`src/xmem_pkg.sv`:
```
// Package: constants and types for the external data memory interface.
// Assumes a single system clock domain; configuration arrives as plain ports.
package xmem_pkg;

  localparam int unsigned  ADDR_W          = 16;
  localparam int unsigned  DATA_W          = 8;
  localparam int unsigned  CFG_MUX_BIT     = 4;
  localparam int unsigned  CFG_MODE_HI     = 3;
  localparam int unsigned  CFG_MODE_LO     = 2;
  localparam int unsigned  CFG_ALE_HI      = 1;
  localparam int unsigned  CFG_ALE_LO      = 0;
  localparam int unsigned  ONCHIP_ADDR_W   = 13;
  localparam logic [2:0]   ONCHIP_HI_ZERO  = 3'h0;
  localparam logic [1:0]   MODE_INTERNAL   = 2'h0;
  localparam logic [1:0]   MODE_SPLIT_NB   = 2'h1;
  localparam logic [1:0]   MODE_SPLIT_BS   = 2'h2;
  localparam logic [1:0]   MODE_EXTERNAL   = 2'h3;
  localparam logic [7:0]   CFG_RESET       = 8'h03;
  localparam logic [7:0]   TC_RESET        = 8'hff;
  localparam int unsigned  TC_SETUP_HI     = 7;
  localparam int unsigned  TC_SETUP_LO     = 6;
  localparam int unsigned  TC_PULSE_HI     = 5;
  localparam int unsigned  TC_PULSE_LO     = 2;
  localparam int unsigned  TC_HOLD_HI      = 1;
  localparam int unsigned  TC_HOLD_LO      = 0;
  localparam int unsigned  CNT_W           = 5;
  localparam logic [4:0]   ONE_CYCLE       = 5'h01;
  localparam logic [4:0]   ALE_BASE        = 5'h02;
  localparam logic [4:0]   OVERHEAD_FRONT  = 5'h02;
  localparam logic [4:0]   OVERHEAD_BACK   = 5'h02;

  typedef enum logic [7:0]
  {
    ST_IDLE   = 8'h01,
    ST_FRONT  = 8'h02,
    ST_ALE_HI = 8'h04,
    ST_ALE_LO = 8'h08,
    ST_SETUP  = 8'h10,
    ST_PULSE  = 8'h20,
    ST_HOLD   = 8'h40,
    ST_BACK   = 8'h80
  } state_t;

endpackage : xmem_pkg

```
`src/external_data_memory_interface.sv`:
```
// External data memory interface: turns external moves into pin activity.
// Assumes the core holds the request until done; pins pass through port muxing outside.
//
// Contract
// - Config bit 4 high selects non-multiplexed bus, low multiplexed.
// - Multiplexed mode shares eight pins for low address and data.
// - Latch strobe high while low address shown, then falls for phase two.
// - Phase two: shared pins carry data while read or write strobe asserted.
// - Non-multiplexed mode uses separate address and data pins.
// - Mode 00: all accesses on-chip, addresses wrap on 8k.
// - 8-bit move: high byte from page select, low byte from pointer.
// - 16-bit move: address taken whole from data pointer.
// - Modes 01 and 10: below 8k on-chip, above off-chip.
// - Split without bank select: 8-bit off-chip leaves upper address undriven.
// - 16-bit off-chip move drives the upper address pins throughout; low address pins only when non-multiplexed.
// - Mode 10: 8-bit off-chip drives upper pins from page select.
// - Mode 11: every access off-chip, on-chip RAM invisible.
// - External-only 8-bit move ignores page select, upper pins undriven.
// - Setup, hold, strobe and latch widths programmable in clock periods.
// - Off-chip move lasts programmed times plus four cycles.
// - Multiplexed latch strobe adds at least two cycles.
// - Reset loads setup and hold with maximum delays.
// - Bus pins claimed only while an off-chip move executes.
// - Data drivers off while pins act as inputs, such as reads.
`timescale 1ns/1ps
module external_data_memory_interface
  import xmem_pkg::*;
(
  input  wire logic                clk,
  input  wire logic                rst_n,
  input  wire logic [7:0]          interface_config_register,
  input  wire logic [7:0]          page_select_register,
  input  wire logic [7:0]          timing_control_register,
  input  wire logic [7:0]          indirect_pointer_zero,
  input  wire logic [7:0]          indirect_pointer_one,
  input  wire logic [ADDR_W-1:0]   data_pointer,
  input  wire logic                cfg_write,
  input  wire logic                req,
  input  wire logic                req_write,
  input  wire logic                req_wide,
  input  wire logic                req_ptr_sel,
  input  wire logic [DATA_W-1:0]   req_wdata,
  input  wire logic [DATA_W-1:0]   data_in,
  input  wire logic [DATA_W-1:0]   ram_rdata,
  output logic                     done,
  output logic [DATA_W-1:0]        rdata,
  output logic                     ram_en,
  output logic                     ram_we,
  output logic [ONCHIP_ADDR_W-1:0] ram_addr,
  output logic [DATA_W-1:0]        ram_wdata,
  output logic [ADDR_W-1:0]        addr_out,
  output logic                     addr_hi_oe,
  output logic                     addr_lo_oe,
  output logic [DATA_W-1:0]        data_out,
  output logic                     data_oe,
  output logic                     ale,
  output logic                     rd_n,
  output logic                     wr_n,
  output logic                     bus_claim
);

  // ********************************************************************
  // State
  // ********************************************************************
  typedef struct packed
  {
    state_t                  st;
    logic [7:0]              cfg;
    logic [7:0]              tc;
    logic [CNT_W-1:0]        cnt;
    logic                    mux;
    logic                    wr;
    logic                    hi_drv;
    logic [ADDR_W-1:0]       ea;
    logic [DATA_W-1:0]       wdata;
    logic                    done;
    logic [DATA_W-1:0]       rdata;
    logic                    ram_en;
    logic                    ram_we;
    logic [ONCHIP_ADDR_W-1:0] ram_addr;
    logic [DATA_W-1:0]       ram_wdata;
    logic [ADDR_W-1:0]       addr_out;
    logic                    addr_hi_oe;
    logic                    addr_lo_oe;
    logic [DATA_W-1:0]       data_out;
    logic                    data_oe;
    logic                    ale;
    logic                    rd_n;
    logic                    wr_n;
    logic                    claim;
    logic                    ram_pend;
  } regs_t;

  regs_t r_q;
  regs_t r_d;

  localparam regs_t REGS_RESET = '{
    st: ST_IDLE, cfg: CFG_RESET, tc: TC_RESET, cnt: '0, mux: 1'b0, wr: 1'b0,
    hi_drv: 1'b0, ea: '0, wdata: '0, done: 1'b0, rdata: '0, ram_en: 1'b0,
    ram_we: 1'b0, ram_addr: '0, ram_wdata: '0, addr_out: '0, addr_hi_oe: 1'b0,
    addr_lo_oe: 1'b0, data_out: '0, data_oe: 1'b0, ale: 1'b0, rd_n: 1'b1,
    wr_n: 1'b1, claim: 1'b0, ram_pend: 1'b0};

  // ********************************************************************
  // Address formation and routing
  // ********************************************************************
  logic [1:0]        mode;
  logic [ADDR_W-1:0] ea;
  logic              offchip;
  logic [CNT_W-1:0]  setup_cyc;
  logic [CNT_W-1:0]  pulse_cyc;
  logic [CNT_W-1:0]  hold_cyc;
  logic [CNT_W-1:0]  ale_cyc;
  logic              start_xfer;

  always_comb
  begin
    mode = r_q.cfg[CFG_MODE_HI:CFG_MODE_LO];
    if (req_wide)
    begin
      ea = data_pointer;
    end
    else
    begin
      ea = {page_select_register, req_ptr_sel ? indirect_pointer_one : indirect_pointer_zero};
    end
    unique case (mode)
      MODE_INTERNAL: offchip = 1'b0;
      MODE_SPLIT_NB,
      MODE_SPLIT_BS: offchip = (ea[ADDR_W-1:ONCHIP_ADDR_W] != ONCHIP_HI_ZERO);
      MODE_EXTERNAL: offchip = 1'b1;
    endcase
    setup_cyc = CNT_W'(r_q.tc[TC_SETUP_HI:TC_SETUP_LO]);
    pulse_cyc = CNT_W'(r_q.tc[TC_PULSE_HI:TC_PULSE_LO]) + ONE_CYCLE;
    hold_cyc  = CNT_W'(r_q.tc[TC_HOLD_HI:TC_HOLD_LO]);
    ale_cyc   = CNT_W'(r_q.cfg[CFG_ALE_HI:CFG_ALE_LO]) + ONE_CYCLE;
  end

  // ********************************************************************
  // Sequencer
  // ********************************************************************
  always_comb
  begin
    r_d = r_q;
    r_d.done   = 1'b0;
    r_d.ram_en = 1'b0;
    r_d.ram_we = 1'b0;
    start_xfer = 1'b0;
    if (cfg_write && r_q.st == ST_IDLE)
    begin
      r_d.cfg = interface_config_register;
      r_d.tc  = timing_control_register;
    end
    if (r_q.ram_pend)
    begin
      r_d.ram_pend = 1'b0;
      r_d.rdata    = ram_rdata;
      r_d.done     = 1'b1;
    end
    unique case (r_q.st)
      ST_IDLE:
      begin
        if (req && !r_q.done && !r_q.ram_pend && !r_q.ram_en)
        begin
          r_d.wr    = req_write;
          r_d.wdata = req_wdata;
          r_d.ea    = ea;
          if (!offchip)
          begin
            r_d.ram_en    = 1'b1;
            r_d.ram_we    = req_write;
            r_d.ram_addr  = ea[ONCHIP_ADDR_W-1:0];
            r_d.ram_wdata = req_wdata;
            r_d.ram_pend  = !req_write;
            r_d.done      = req_write;
          end
          else
          begin
            r_d.mux    = !r_q.cfg[CFG_MUX_BIT];
            r_d.hi_drv = req_wide || (mode == MODE_SPLIT_BS);
            r_d.st     = ST_FRONT;
            r_d.cnt    = OVERHEAD_FRONT;
            r_d.claim  = 1'b1;
          end
        end
      end
      ST_FRONT:
      begin
        r_d.addr_out   = r_q.ea;
        r_d.addr_hi_oe = r_q.hi_drv;
        r_d.addr_lo_oe = !r_q.mux;
        r_d.cnt        = r_q.cnt - ONE_CYCLE;
        if (r_q.cnt == ONE_CYCLE)
        begin
          if (r_q.mux)
          begin
            r_d.st       = ST_ALE_HI;
            r_d.cnt      = ale_cyc;
            r_d.ale      = 1'b1;
            r_d.data_out = r_q.ea[DATA_W-1:0];
            r_d.data_oe  = 1'b1;
          end
          else
          begin
            start_xfer = 1'b1;
          end
        end
      end
      ST_ALE_HI:
      begin
        r_d.cnt = r_q.cnt - ONE_CYCLE;
        if (r_q.cnt == ONE_CYCLE)
        begin
          r_d.ale = 1'b0;
          r_d.st  = ST_ALE_LO;
          r_d.cnt = ale_cyc;
        end
      end
      ST_ALE_LO:
      begin
        r_d.cnt = r_q.cnt - ONE_CYCLE;
        if (r_q.cnt == ONE_CYCLE)
        begin
          start_xfer = 1'b1;
        end
      end
      ST_SETUP:
      begin
        r_d.data_out = r_q.wdata;
        r_d.data_oe  = r_q.wr;
        r_d.cnt      = r_q.cnt - ONE_CYCLE;
        if (r_q.cnt == ONE_CYCLE)
        begin
          r_d.st   = ST_PULSE;
          r_d.cnt  = pulse_cyc;
          r_d.rd_n = r_q.wr;
          r_d.wr_n = !r_q.wr;
        end
      end
      ST_PULSE:
      begin
        r_d.cnt = r_q.cnt - ONE_CYCLE;
        if (r_q.cnt == ONE_CYCLE)
        begin
          r_d.rd_n  = 1'b1;
          r_d.wr_n  = 1'b1;
          if (!r_q.wr)
          begin
            r_d.rdata = data_in;
          end
          // Zero hold spends no cycle
          if (hold_cyc == '0)
          begin
            r_d.st  = ST_BACK;
            r_d.cnt = OVERHEAD_BACK;
          end
          else
          begin
            r_d.st  = ST_HOLD;
            r_d.cnt = hold_cyc;
          end
        end
      end
      ST_HOLD:
      begin
        r_d.cnt = r_q.cnt - ONE_CYCLE;
        if (r_q.cnt == ONE_CYCLE)
        begin
          r_d.st  = ST_BACK;
          r_d.cnt = OVERHEAD_BACK;
        end
      end
      ST_BACK:
      begin
        r_d.data_oe = 1'b0;
        r_d.cnt     = r_q.cnt - ONE_CYCLE;
        if (r_q.cnt == ONE_CYCLE)
        begin
          r_d.st         = ST_IDLE;
          r_d.addr_hi_oe = 1'b0;
          r_d.addr_lo_oe = 1'b0;
          r_d.claim      = 1'b0;
          r_d.done       = 1'b1;
        end
      end
    endcase
    // Zero setup goes straight to the strobe
    if (start_xfer)
    begin
      r_d.data_out = r_q.wdata;
      r_d.data_oe  = r_q.wr;
      if (setup_cyc == '0)
      begin
        r_d.st   = ST_PULSE;
        r_d.cnt  = pulse_cyc;
        r_d.rd_n = r_q.wr;
        r_d.wr_n = !r_q.wr;
      end
      else
      begin
        r_d.st  = ST_SETUP;
        r_d.cnt = setup_cyc;
      end
    end
  end

  always_ff @(posedge clk or negedge rst_n)
  begin
    if (!rst_n)
    begin
      r_q <= REGS_RESET;
    end
    else
    begin
      r_q <= r_d;
    end
  end

  // ********************************************************************
  // Outputs
  // ********************************************************************
  assign done       = r_q.done;
  assign rdata      = r_q.rdata;
  assign ram_en     = r_q.ram_en;
  assign ram_we     = r_q.ram_we;
  assign ram_addr   = r_q.ram_addr;
  assign ram_wdata  = r_q.ram_wdata;
  assign addr_out   = r_q.addr_out;
  assign addr_hi_oe = r_q.addr_hi_oe;
  assign addr_lo_oe = r_q.addr_lo_oe;
  assign data_out   = r_q.data_out;
  assign data_oe    = r_q.data_oe;
  assign ale        = r_q.ale;
  assign rd_n       = r_q.rd_n;
  assign wr_n       = r_q.wr_n;
  assign bus_claim  = r_q.claim;

endmodule // external_data_memory_interface

```
`config.mk`:
```
export PLATFORM = sky130hd
export DESIGN_NAME = external_data_memory_interface
export DESIGN_NICKNAME = d
export VERILOG_FILES = /design/src/xmem_pkg.sv /design/src/external_data_memory_interface.sv
export SDC_FILE = /design/constraint.sdc
export NUM_CORES = 1
export LEC_CHECK = 0
export ABC_CLOCK_PERIOD_IN_PS = 3500
export BUFFER_PORTS_ARGS = -buffer_cell sky130_fd_sc_hd__buf_2
export CORE_AREA = 2 2 100 121
export DETAILED_ROUTE_END_ITERATION = 8
export DIE_AREA = 0 0 102 123
export PLACE_DENSITY = 0.77
export SKIP_CTS_REPAIR_TIMING = 1
export SLEW_MARGIN = 25
export SYNTH_ARGS = -nofsm -noshare
export SYNTH_HDL_FRONTEND = slang
export SYNTH_SLANG_ARGS = --single-unit
```
`constraint.sdc`:
```
create_clock -name clk -period 3.5 [get_ports clk]
set_clock_uncertainty 0.15 [all_clocks]
set_input_delay 0.7 -clock clk [delete_from_list [all_inputs] [get_ports clk]]
set_output_delay 0.7 -clock clk [all_outputs]
set_load 0.02 [all_outputs]
```
Word-level counts from Yosys, hierarchy flattened:

Cells that the tools add are included.

* bitwise logic cells: 1
* equality and inequality tests: 27
* divide/modulo/power cells: 0
* multipliers: 0
* add/sub/neg operators: 3
* shift operators: 0
* multiplexer cells: 62
* $lt $le $gt $ge: 0
* reductions and logical operators: 34

Operators by type and width (number)
* 2-to-1 mux 8 bit: 15
* 2-to-1 mux 23 bit: 3
* one-hot mux 8 bit (7 select lines): 1
* 2-to-1 mux 5 bit: 8
* one-hot mux 5 bit (7 select lines): 1
* 2-to-1 mux 33 bit: 1
* != test 3 bit, second input constant: 8
* 2-to-1 mux 10 bit: 2
* 2-to-1 mux 9 bit: 2
* 2-to-1 mux 16 bit: 1
* one-hot mux 8 bit (2 select lines): 1
* 2-to-1 mux 2 bit: 7
* 2-to-1 mux 6 bit: 2
* AND reduction 3 bit: 4
* logical NOT 5 bit: 2
* 2-to-1 mux 1 bit: 10
* != test 2 bit, second input constant: 5
* AND reduction 10 bit: 1
* equality test 8 x 1 -> 1 bit, second input constant: 1
* equality test 8 x 2 -> 1 bit, second input constant: 1
* equality test 8 x 3 -> 1 bit, second input constant: 1
* equality test 8 x 4 -> 1 bit, second input constant: 1
* equality test 8 x 5 -> 1 bit, second input constant: 1
* equality test 8 x 6 -> 1 bit, second input constant: 1
* 25 further kinds: 47

* register bits after elaboration: 117
* bits in read-only memories: 0
* output and inout port bits: 63
* latch bits: 0
* memories kept: 0
* word-level logic and storage cells: 152
* memory bits (writable): 0

Longest topological paths before layout:

Gate-level depths: netlist (run 1).

* depth after elaboration: 8
* depth in mapped cells: 9
* mapped depth without buffers: 8

Worst setup path after synthesis (run 1):

OpenSTA, ideal clock, no wires.

* path kind: input to register
* start point: input port req_wide
* end point: register r_q[119] (netlist name)
* buffers on the path: 1
* stages: 7
* path slack: 1.009 ns
* data required time: 3.225 ns
* arrival: 2.216 ns
* cells stage by stage: clkbuf_1 > o41ai_1 > o21bai_1 > a311oi_2 > a21oi_2 > o31ai_4 > mux2_4

* word-level cells in the longest chain between the ends: 5

Ends and longest elaborated chain
* from (decl): RTL line external_data_memory_interface.sv:40 `input wire logic req_wide,`
* 2-to-1 mux 16 bit: RTL line external_data_memory_interface.sv:119 `if (req_wide)`
* nonzero test 3 bit: RTL line external_data_memory_interface.sv:130 `MODE_SPLIT_BS: offchip = (ea[ADDR_W-1:ONCHIP_ADDR_W] != ONCHIP_HI_ZERO);`
* one-hot mux 1 bit (3 select lines): RTL line external_data_memory_interface.sv:127 `unique case (mode)`
* != test 3 bit (no line)
* AND reduction 10 bit (no line)
* to (signal assigned): RTL line external_data_memory_interface.sv:315 `r_q <= r_d;`
* to (decl): RTL line external_data_memory_interface.sv:94 `regs_t r_q;`

No other way between the ends.
A chain may end at the register's enable or synchronous reset.

Final worst setup path (run 1):

* start point: register r_q[117] (netlist name)
* end point: register r_q[119] (netlist name)

* word-level cells in the longest chain between the ends: 4
* elaborated cells on any way between the ends: 22

Ends and longest elaborated chain
* equality test 8 x 4 -> 1 bit or equality test 8 x 2 -> 1 bit (tied branches): RTL line external_data_memory_interface.sv:160 `unique case (r_q.st)`
* one-hot mux 1 bit (2 select lines): RTL line external_data_memory_interface.sv:160
* nonzero test 8 bit (no line) (tied with other cells)
* AND reduction 10 bit (no line)

Parallel ways exist; a longest one is shown, timed or not.

==> impl_metrics.csv, run 1 <==
group,metric,value,unit
clock_tree,cts_tree,"done",
routing,drc_errors,0,
yosys,synth_ff_type,"dfrtp_1",
placement,place.gp.congestion,0.9142,
global_routing,grt_usage,23.26,%
clock_tree,cts.sink_count,117,
placement,placed_cells,829,
yosys,syn-cell-area,5981,sq um
sta,slew_viol_final,0,
global_routing,grt_pass1_wl,22530,microns
sta,post-route-period-util,78.04,%
pwr,power_leakage,0.003670,uW
clock_tree,cts_buffer_depth,2,
pwr,power,3334,uW
floorplanning,start_util,52.44,%
yosys,synth_top_area_share,43.51,%
yosys,synth_area_per_cell,10.03,sq um
clock_tree,clkLatencyLatePin,410,ps
min_path,min_path_type,"input port to async pin",
critical_path,rrSetupSlack,770,ps
floorplanning,fp.dieH,123,microns
yosys,synthCells,596,
floorplanning,pin_count,150,
routing,drt-initial-drc-count,260,
critical_path,crit_path_end_kind,"flip-flop",
routing,drt-total-wl,13940,microns
sta,setup_viol,0,
floorplanning,die_x,102,microns
global_routing,antenna_found_initial,0,
routing,vias,4610,
placement,place_area,6489,sq um
pwr,power_density,467.8,nW/um^2
global_routing,grt_overflow,0,
yosys,synth_edf_count,0,
critical_path,required,3650,ps
sta,fmax,366.1,MHz
layout,post-route-util,62.48,%
sta,finalCriticalPeriod,2731,ps
clock_tree,cts_max_level,4,
sta,hold_viol,0,
yosys,synth_area_leaders,"dfrtp_1 44%, buf_4 6.8%, nand2_1 6.5%, dfstp_2 5.7%, mux2i_1 5.7%",
routing,firstDrtPassIters,5,
layout,drive_gt1_share,32.95,%
sta,finalSetupTns,0,ps
critical_path,cp-startpoint,"r_q[117]$_DFFE_PN0P_",
yosys,yosysSeqAreaShare,49.23,%
critical_path,critPathKind,"flip-flop to flip-flop",
critical_path,timing.rr.end,"r_q[119]$_DFFE_PN0P_",
critical_path,reg2reg_depth,6,
layout,final_cell_area,7127,sq um
floorplanning,dieArea,12550,sq um
global_routing,grt_pass1_vias,4622,
clock_tree,cts_made_buffers,17,
layout,layoutNonFillerInstCount,861,
yosys,synth-seq-cells,117,
placement,port_buffers,146,
yosys,async_flop_share,100.0,%
routing,via_per_inst,5.354,
clock_tree,cts-root-buf,"clkbuf_16",
yosys,syn_nets,690,
sta,maxSlewHeadroom,47.08,%
critical_path,critical_path.max_fanout,8,
global_routing,grt_max_degree,50,
placement,hpwl,10230,microns
yosys,yosys.area.top_type,"dfrtp_1",
floorplanning,coreArea,11410,sq um
critical_path,timing.rr.start,"r_q[117]$_DFFE_PN0P_",
layout,nNetsFinal,785,
layout,diodes,0,
routing,wl_per_cell,16.19,microns
critical_path,cp.arrival,2880,ps
outcome,status,"completed",
pwr,peakVddDrop,0.3482,mV
yosys,yosysWarnings,0,
sta,worst_pin_slew,787.8,ps
floorplanning,rows,43,
critical_path,endpoint,"r_q[119]$_DFFE_PN0P_",
run,cap_viol_max_count,0,
critical_path,worstSetupStartpointType,"flip-flop",
routing,final_antenna_net_count,0,
clock_tree,clkTransAtPathRegs,60,ps
sta,grt_setup_unrepaired,"no",
yosys,synth.distinct_cells,65,
layout,syn_to_final_growth,19.16,%
[cells by family (layout without fill, tap and decap cells)]
logic type / after synthesis / count (layout) / synth area share [%]
simple gates: 190 / 190 / 15.17
mux: 65 / 65 / 11.59
fa+ha+maj: 7 / 7 / 1.464
compound gates: 117 / 117 / 12.16
flops: 117 / 117 / 49.23
xor+xnor: 6 / 6 / 0.8787
buf+inv: 94 / 202 / 9.519
[report_power, final]
group | internal, uW | switching (uW) | leakage [uW] | total [uW]
Sequential | 1350 | 0 | 0.00156 | 1350
Combinational | 50.4 | 62.8 | 0.00180 | 113
Clock | 1220 | 648 | 0.000311 | 1870
Total | 2620 | 711 | 0.00367 | 3330
[per-layer routing]
metal / part of all wire, % / global-route usage, % / vias up
li1: - / - / 2207
met2: 53 / 40.71 / 162
met3: 5.6 / 5.879 / 23
met4: 1.8 / 8.083 / 0
met5: 0 / 0 / -
met1: 40 / 27.71 / 2218
[flip-flops by register name (all words and copies together) (netlist names), 2 cells and up]
signal	cells
mode	2
data_out	8
hold_cyc	2
r_q	50
ram_addr	13
rdata	8
addr_out	16
ram_wdata	8
[synth_stat cells (all sizes together), types with 3 or more instances]
cell type	n
a21o	3
a21oi	30
a22oi	3
and2	3
buf	63
clkbuf	19
dfrtp	104
dfstp	13
ha	7
inv	12
mux2	31
mux2i	34
nand2	105
nand2b	3
nand3	15
nand4b	3
nor2	35
nor2b	3
nor3	4
nor4	6
nor4b	4
o21ai	55
xnor2	4
[per-stage QoR]
stage | worst slack [ps] | hold WS (ps)
2_1_floorplan | 1009 | 254.4
3_3_place_gp | 716.8 | 298.9
3_5_place_dp | 765.8 | 301.0
4_1_cts | 754.4 | 192.4
5_1_grt | 518.2 | 217.8
6_report | 768.5 | 169.1
[worst min-delay path by stage]
stage	slack [ps]	startpoint	depth (start not counted)	to
after floorplan	250	rst_n	0	addr_hi_oe$_DFFE_PN0P_
after global placement	300	addr_out[8]$_DFFE_PN0P_	2	addr_out[8]$_DFFE_PN0P_
after detailed placement	300	addr_out[9]$_DFFE_PN0P_	2	addr_out[9]$_DFFE_PN0P_
after CTS	190	rst_n	1	r_q[93]$_DFFE_PN0P_
after global routing	220	rst_n	1	data_oe$_DFFE_PN0P_
final	170	rst_n	1	r_q[94]$_DFFE_PN0P_
[layout by cell type, fill, tap and decap left out, drive strengths merged, types with 3 or more instances in the layout]
cell,Yosys,final
buf,63,158
nand2,105,105
dfrtp,104,104
o21ai,55,55
nor2,35,35
mux2i,34,34
mux2,31,31
a21oi,30,30
clkbuf,19,18
nand3,15,15
inv,12,15
dfstp,13,13
ha,7,7
clkinv,0,6
nor4,6,6
nor3,4,4
xnor2,4,4
bufinv,0,4
nor4b,4,4
and2,3,3
nand2b,3,3
nand4b,3,3
nor2b,3,3
a22oi,3,3
a21o,3,3
[worst max-delay path: stages (launching register included)]
cell	delay (ps)
dfrtp_1	470
nor4_2	630
nand3_1	450
o2111ai_4	320
a21oi_2	130
o31ai_4	140
mux2_4	330
[area by class of cell]
class	count	area (sq um)
fill	983	4279
sequential	117	2944
multi-input combinational	385	2467
timing repair buffer	158	835.8
clock buffer	18	439.2
clock inverter	14	198.9
tap	157	196.4
inverter	12	45.04
No activity file was read; power rests on OpenSTA's default activity.
==> run 2: changes to the inputs <==
--- a/config.mk
+++ b/config.mk
@@ -5,12 +5,13 @@
 export SDC_FILE = /design/constraint.sdc
 export NUM_CORES = 1
 export LEC_CHECK = 0
-export ABC_CLOCK_PERIOD_IN_PS = 3500
+export ABC_AREA = 1
+export ABC_CLOCK_PERIOD_IN_PS = 2660
 export BUFFER_PORTS_ARGS = -buffer_cell sky130_fd_sc_hd__buf_2
-export CORE_AREA = 2 2 100 121
+export CORE_AREA = 2 2 102 124
 export DETAILED_ROUTE_END_ITERATION = 8
-export DIE_AREA = 0 0 102 123
-export PLACE_DENSITY = 0.77
+export DIE_AREA = 0 0 104 126
+export PLACE_DENSITY = 0.78
 export SKIP_CTS_REPAIR_TIMING = 1
 export SLEW_MARGIN = 25
 export SYNTH_ARGS = -nofsm -noshare
==> constraint.sdc (replaced) <==
create_clock -name clk -period 2.66 [get_ports clk]
set_clock_uncertainty 0.15 [all_clocks]
set_input_delay 0.532 -clock clk [delete_from_list [all_inputs] [get_ports clk]]
set_output_delay 0.532 -clock clk [all_outputs]
set_load 0.02 [all_outputs]
==> run 2 against run 1 <==
Against the previous run:
- register-to-register slack worse by 320 ps
- critical endpoint is now rdata[5]$_DFF_PN0_
- global-route usage rose by 0.75 points
- count of clock-buffer cells in the layout unchanged
- power rose by 24%
- critical path depth is 2 higher
- sequential share of layout area decreased by 2.1 points
==> impl_metrics.csv, run 2 <==
group,metric,value,unit
critical_path,crit_path_end_kind,"flip-flop",
layout,syn_to_final_growth,16.11,%
critical_path,worstSetupStartpointType,"flip-flop",
floorplanning,die_x,104,microns
layout,nNetsFinal,1001,
yosys,synth.distinct_cells,41,
clock_tree,cts_made_buffers,17,
sta,holdWs,130.3,ps
clock_tree,clkTransAtPathRegs,60,ps
sta,setup_slack,451.4,ps
yosys,yosysSeqAreaShare,45.57,%
clock_tree,cts_buffer_depth,2,
sta,finalSetupTns,0,ps
sta,slew_viol_final,0,
routing,drt-initial-drc-count,323,
yosys,synth_ff_type,"dfrtp_1",
min_path,whs_endpoint,"r_q[0]$_DFF_PN0_",
routing,final_antenna_net_count,0,
yosys,async_flop_share,100.0,%
sta,worst_pin_slew,568.3,ps
yosys,synthCells,811,
global_routing,grt_usage,24.01,%
outcome,status,"completed",
layout,final_cell_area,7502,sq um
global_routing,grt_pass1_vias,5314,
clock_tree,clkLatencyLatePin,420,ps
placement,place.gp.congestion,0.9265,
yosys,yosys-top-cells-count,"242 x nand2_1, 104 x dfrtp_1, 81 x inv_1",
floorplanning,fp.dieH,126,microns
sta,maxSlewHeadroom,62.01,%
layout,diodes,0,
pwr,power_leakage,0.004148,uW
yosys,yosys.area.top_type,"dfrtp_1",
placement,post-place-ws,334.9,ps
yosys,syn_nets,905,
placement,port_buffers,146,
yosys,yosysWarnings,0,
global_routing,grt_pass1_wl,24920,microns
routing,drc_errors,0,
layout,regMostFlops,"r_q",
critical_path,slowest_stage,"nand3_1",
layout,layoutNonFillerInstCount,1081,
yosys,syn-cell-area,6461,sq um
floorplanning,pin_count,150,
clock_tree,cts.sink_count,117,
layout,final_common_cell,"nand2_1",
run,cap_viol_max_count,0,
critical_path,crit_path_cell_trace,"inv_1 > ha_1 > nand2_1 > nor2_2 > buf_12 > nand3_1 > nor2_1 > a21oi_1",
sta,fmax,452.8,MHz
global_routing,grt_max_degree,54,
global_routing,antenna_found_initial,0,
sta,hold_viol,0,
sta,grt_setup_unrepaired,"no",
yosys,synth-seq-cells,117,
placement,hpwl,11020,microns
sta,finalCriticalPeriod,2209,ps
pwr,peakVddDrop,0.3762,mV
pwr,power_density,552.9,nW/um^2
layout,multiInputGateArea,2605,sq um
global_routing,grt_overflow,0,
placement,place_area,6923,sq um
critical_path,reg2reg_depth,8,
floorplanning,rows,44,
yosys,synth_area_leaders,"dfrtp_1 40%, nand2_1 14%, buf_4 6.6%, dfstp_2 5.3%, inv_1 4.7%",
layout,drive_gt1_share,26.30,%
yosys,synth_edf_count,0,
placement,placed_cells,1048,
critical_path,timing.rr.end,"rdata[5]$_DFF_PN0_",
routing,vias,5496,
floorplanning,coreArea,11890,sq um
min_path,hold_path_depth,2,
sta,post-route-period-util,83.03,%
critical_path,max_stage_delay,420,ps
sta,setup_viol,0,
critical_path,timing.rr.start,"r_q[92]$_DFFE_PN0P_",
min_path,min_path_type,"input port to flip-flop",
yosys,synth_area_per_cell,7.967,sq um
critical_path,rrSetupSlack,450,ps
critical_path,required,2780,ps
routing,drt-total-wl,15030,microns
critical_path,critical_path.max_fanout,16,
layout,largest_reg_flops,50,
clock_tree,cts_tree,"done",
critical_path,cp.arrival,2330,ps
yosys,yosysMostFrequentCell,"nand2_1",
min_path,min_from,"req_write",
floorplanning,dieArea,13100,sq um
yosys,synth_top_area_share,40.28,%
clock_tree,cts-root-buf,"clkbuf_16",
routing,wl_per_cell,13.91,microns
clock_tree,cts_max_level,4,
routing,via_per_inst,5.084,
critical_path,critPathKind,"flip-flop to flip-flop",
routing,firstDrtPassIters,5,
layout,final_cell_mix,"242 x nand2_1, 145 x buf_2, 104 x dfrtp_1",
layout,fillerInstances,1070,
floorplanning,start_util,54.34,%
layout,regArea,2944,sq um
## run 2: changes by cell type in the layout (fill, tap and decap cells not counted), sizes merged, moves of 6 or more
cell / previous run / this run
mux2i: 34 / 8
nor4: 6 / 0
nand4: 1 / 10
nor2: 35 / 80
o211ai: 1 / 12
o21ai: 55 / 71
mux2: 31 / 7
nand2: 105 / 253
inv: 15 / 90
a31oi: 2 / 16
nand3: 15 / 32
a21oi: 30 / 22
## run 2: worst max-delay path by stage
stage                    startpoint                       end  slack, ps  depth (start not counted)
2_1_floorplan              req_wide  ram_wdata[3]$_DFFE_PN0P_        810                         13
3_3_place_gp                    req            done$_DFF_PN0_        390                         10
3_5_place_dp                    req   ram_addr[1]$_DFFE_PN0P_        330                         11
4_1_cts        r_q[114]$_DFFE_PN0P_            done$_DFF_PN0_        440                          8
5_1_grt         r_q[92]$_DFFE_PN0P_        rdata[1]$_DFF_PN0_        230                          8
6_report        r_q[92]$_DFFE_PN0P_        rdata[5]$_DFF_PN0_        450                          8
## run 2: cell type report
type / count / share of cell area [%]
sequential: 117 / 39.24
multi-input combinational: 526 / 34.72
timing repair buffer: 155 / 11.04
clock buffer: 18 / 5.854
inverter: 90 / 4.720
tap: 161 / 2.685
clock inverter: 14 / 1.734
## run 2: metrics by stage
step	power [uW]	util (%)
final	4148	63.09
after floorplan	1906	-
after detailed placement	2019	58.22
after CTS	4179	63.01
after global routing	4289	63.09
after global placement	2016	58.22
## run 2: cell families after synthesis
logic type / synth area share (%)
simple gates: 25.06
buf+inv: 14.12
compound gates: 11.31
flops: 45.57
mux: 2.459
fa+ha+maj: 1.355
xor+xnor: 0.1356
## run 2: worst max-delay path, delay by kind of cell (launching register included)
kind                       cells  cell delay [ps]
and+or+nand+nor                4              980
buffers and inverters          2              290
adders and majority gates      1              170
AOI/OAI and AO/OA              1               60
DFF                            1              410
## run 2: report_power, final
group | internal, uW | switching [uW]
combinational | 78.0 | 114
clock | 1310 | 850
sequential | 1790 | 3.60
total | 3180 | 968
## run 2: per-layer routing
layer  part of all wire [%]  GRT usage [%]  up-vias
li1                       -              -     2730
met1                     39          27.75     2533
met2                     51          42.53      193
met3                    7.1          5.694       40
met4                    3.1          10.41        0
met5                      0              0        -
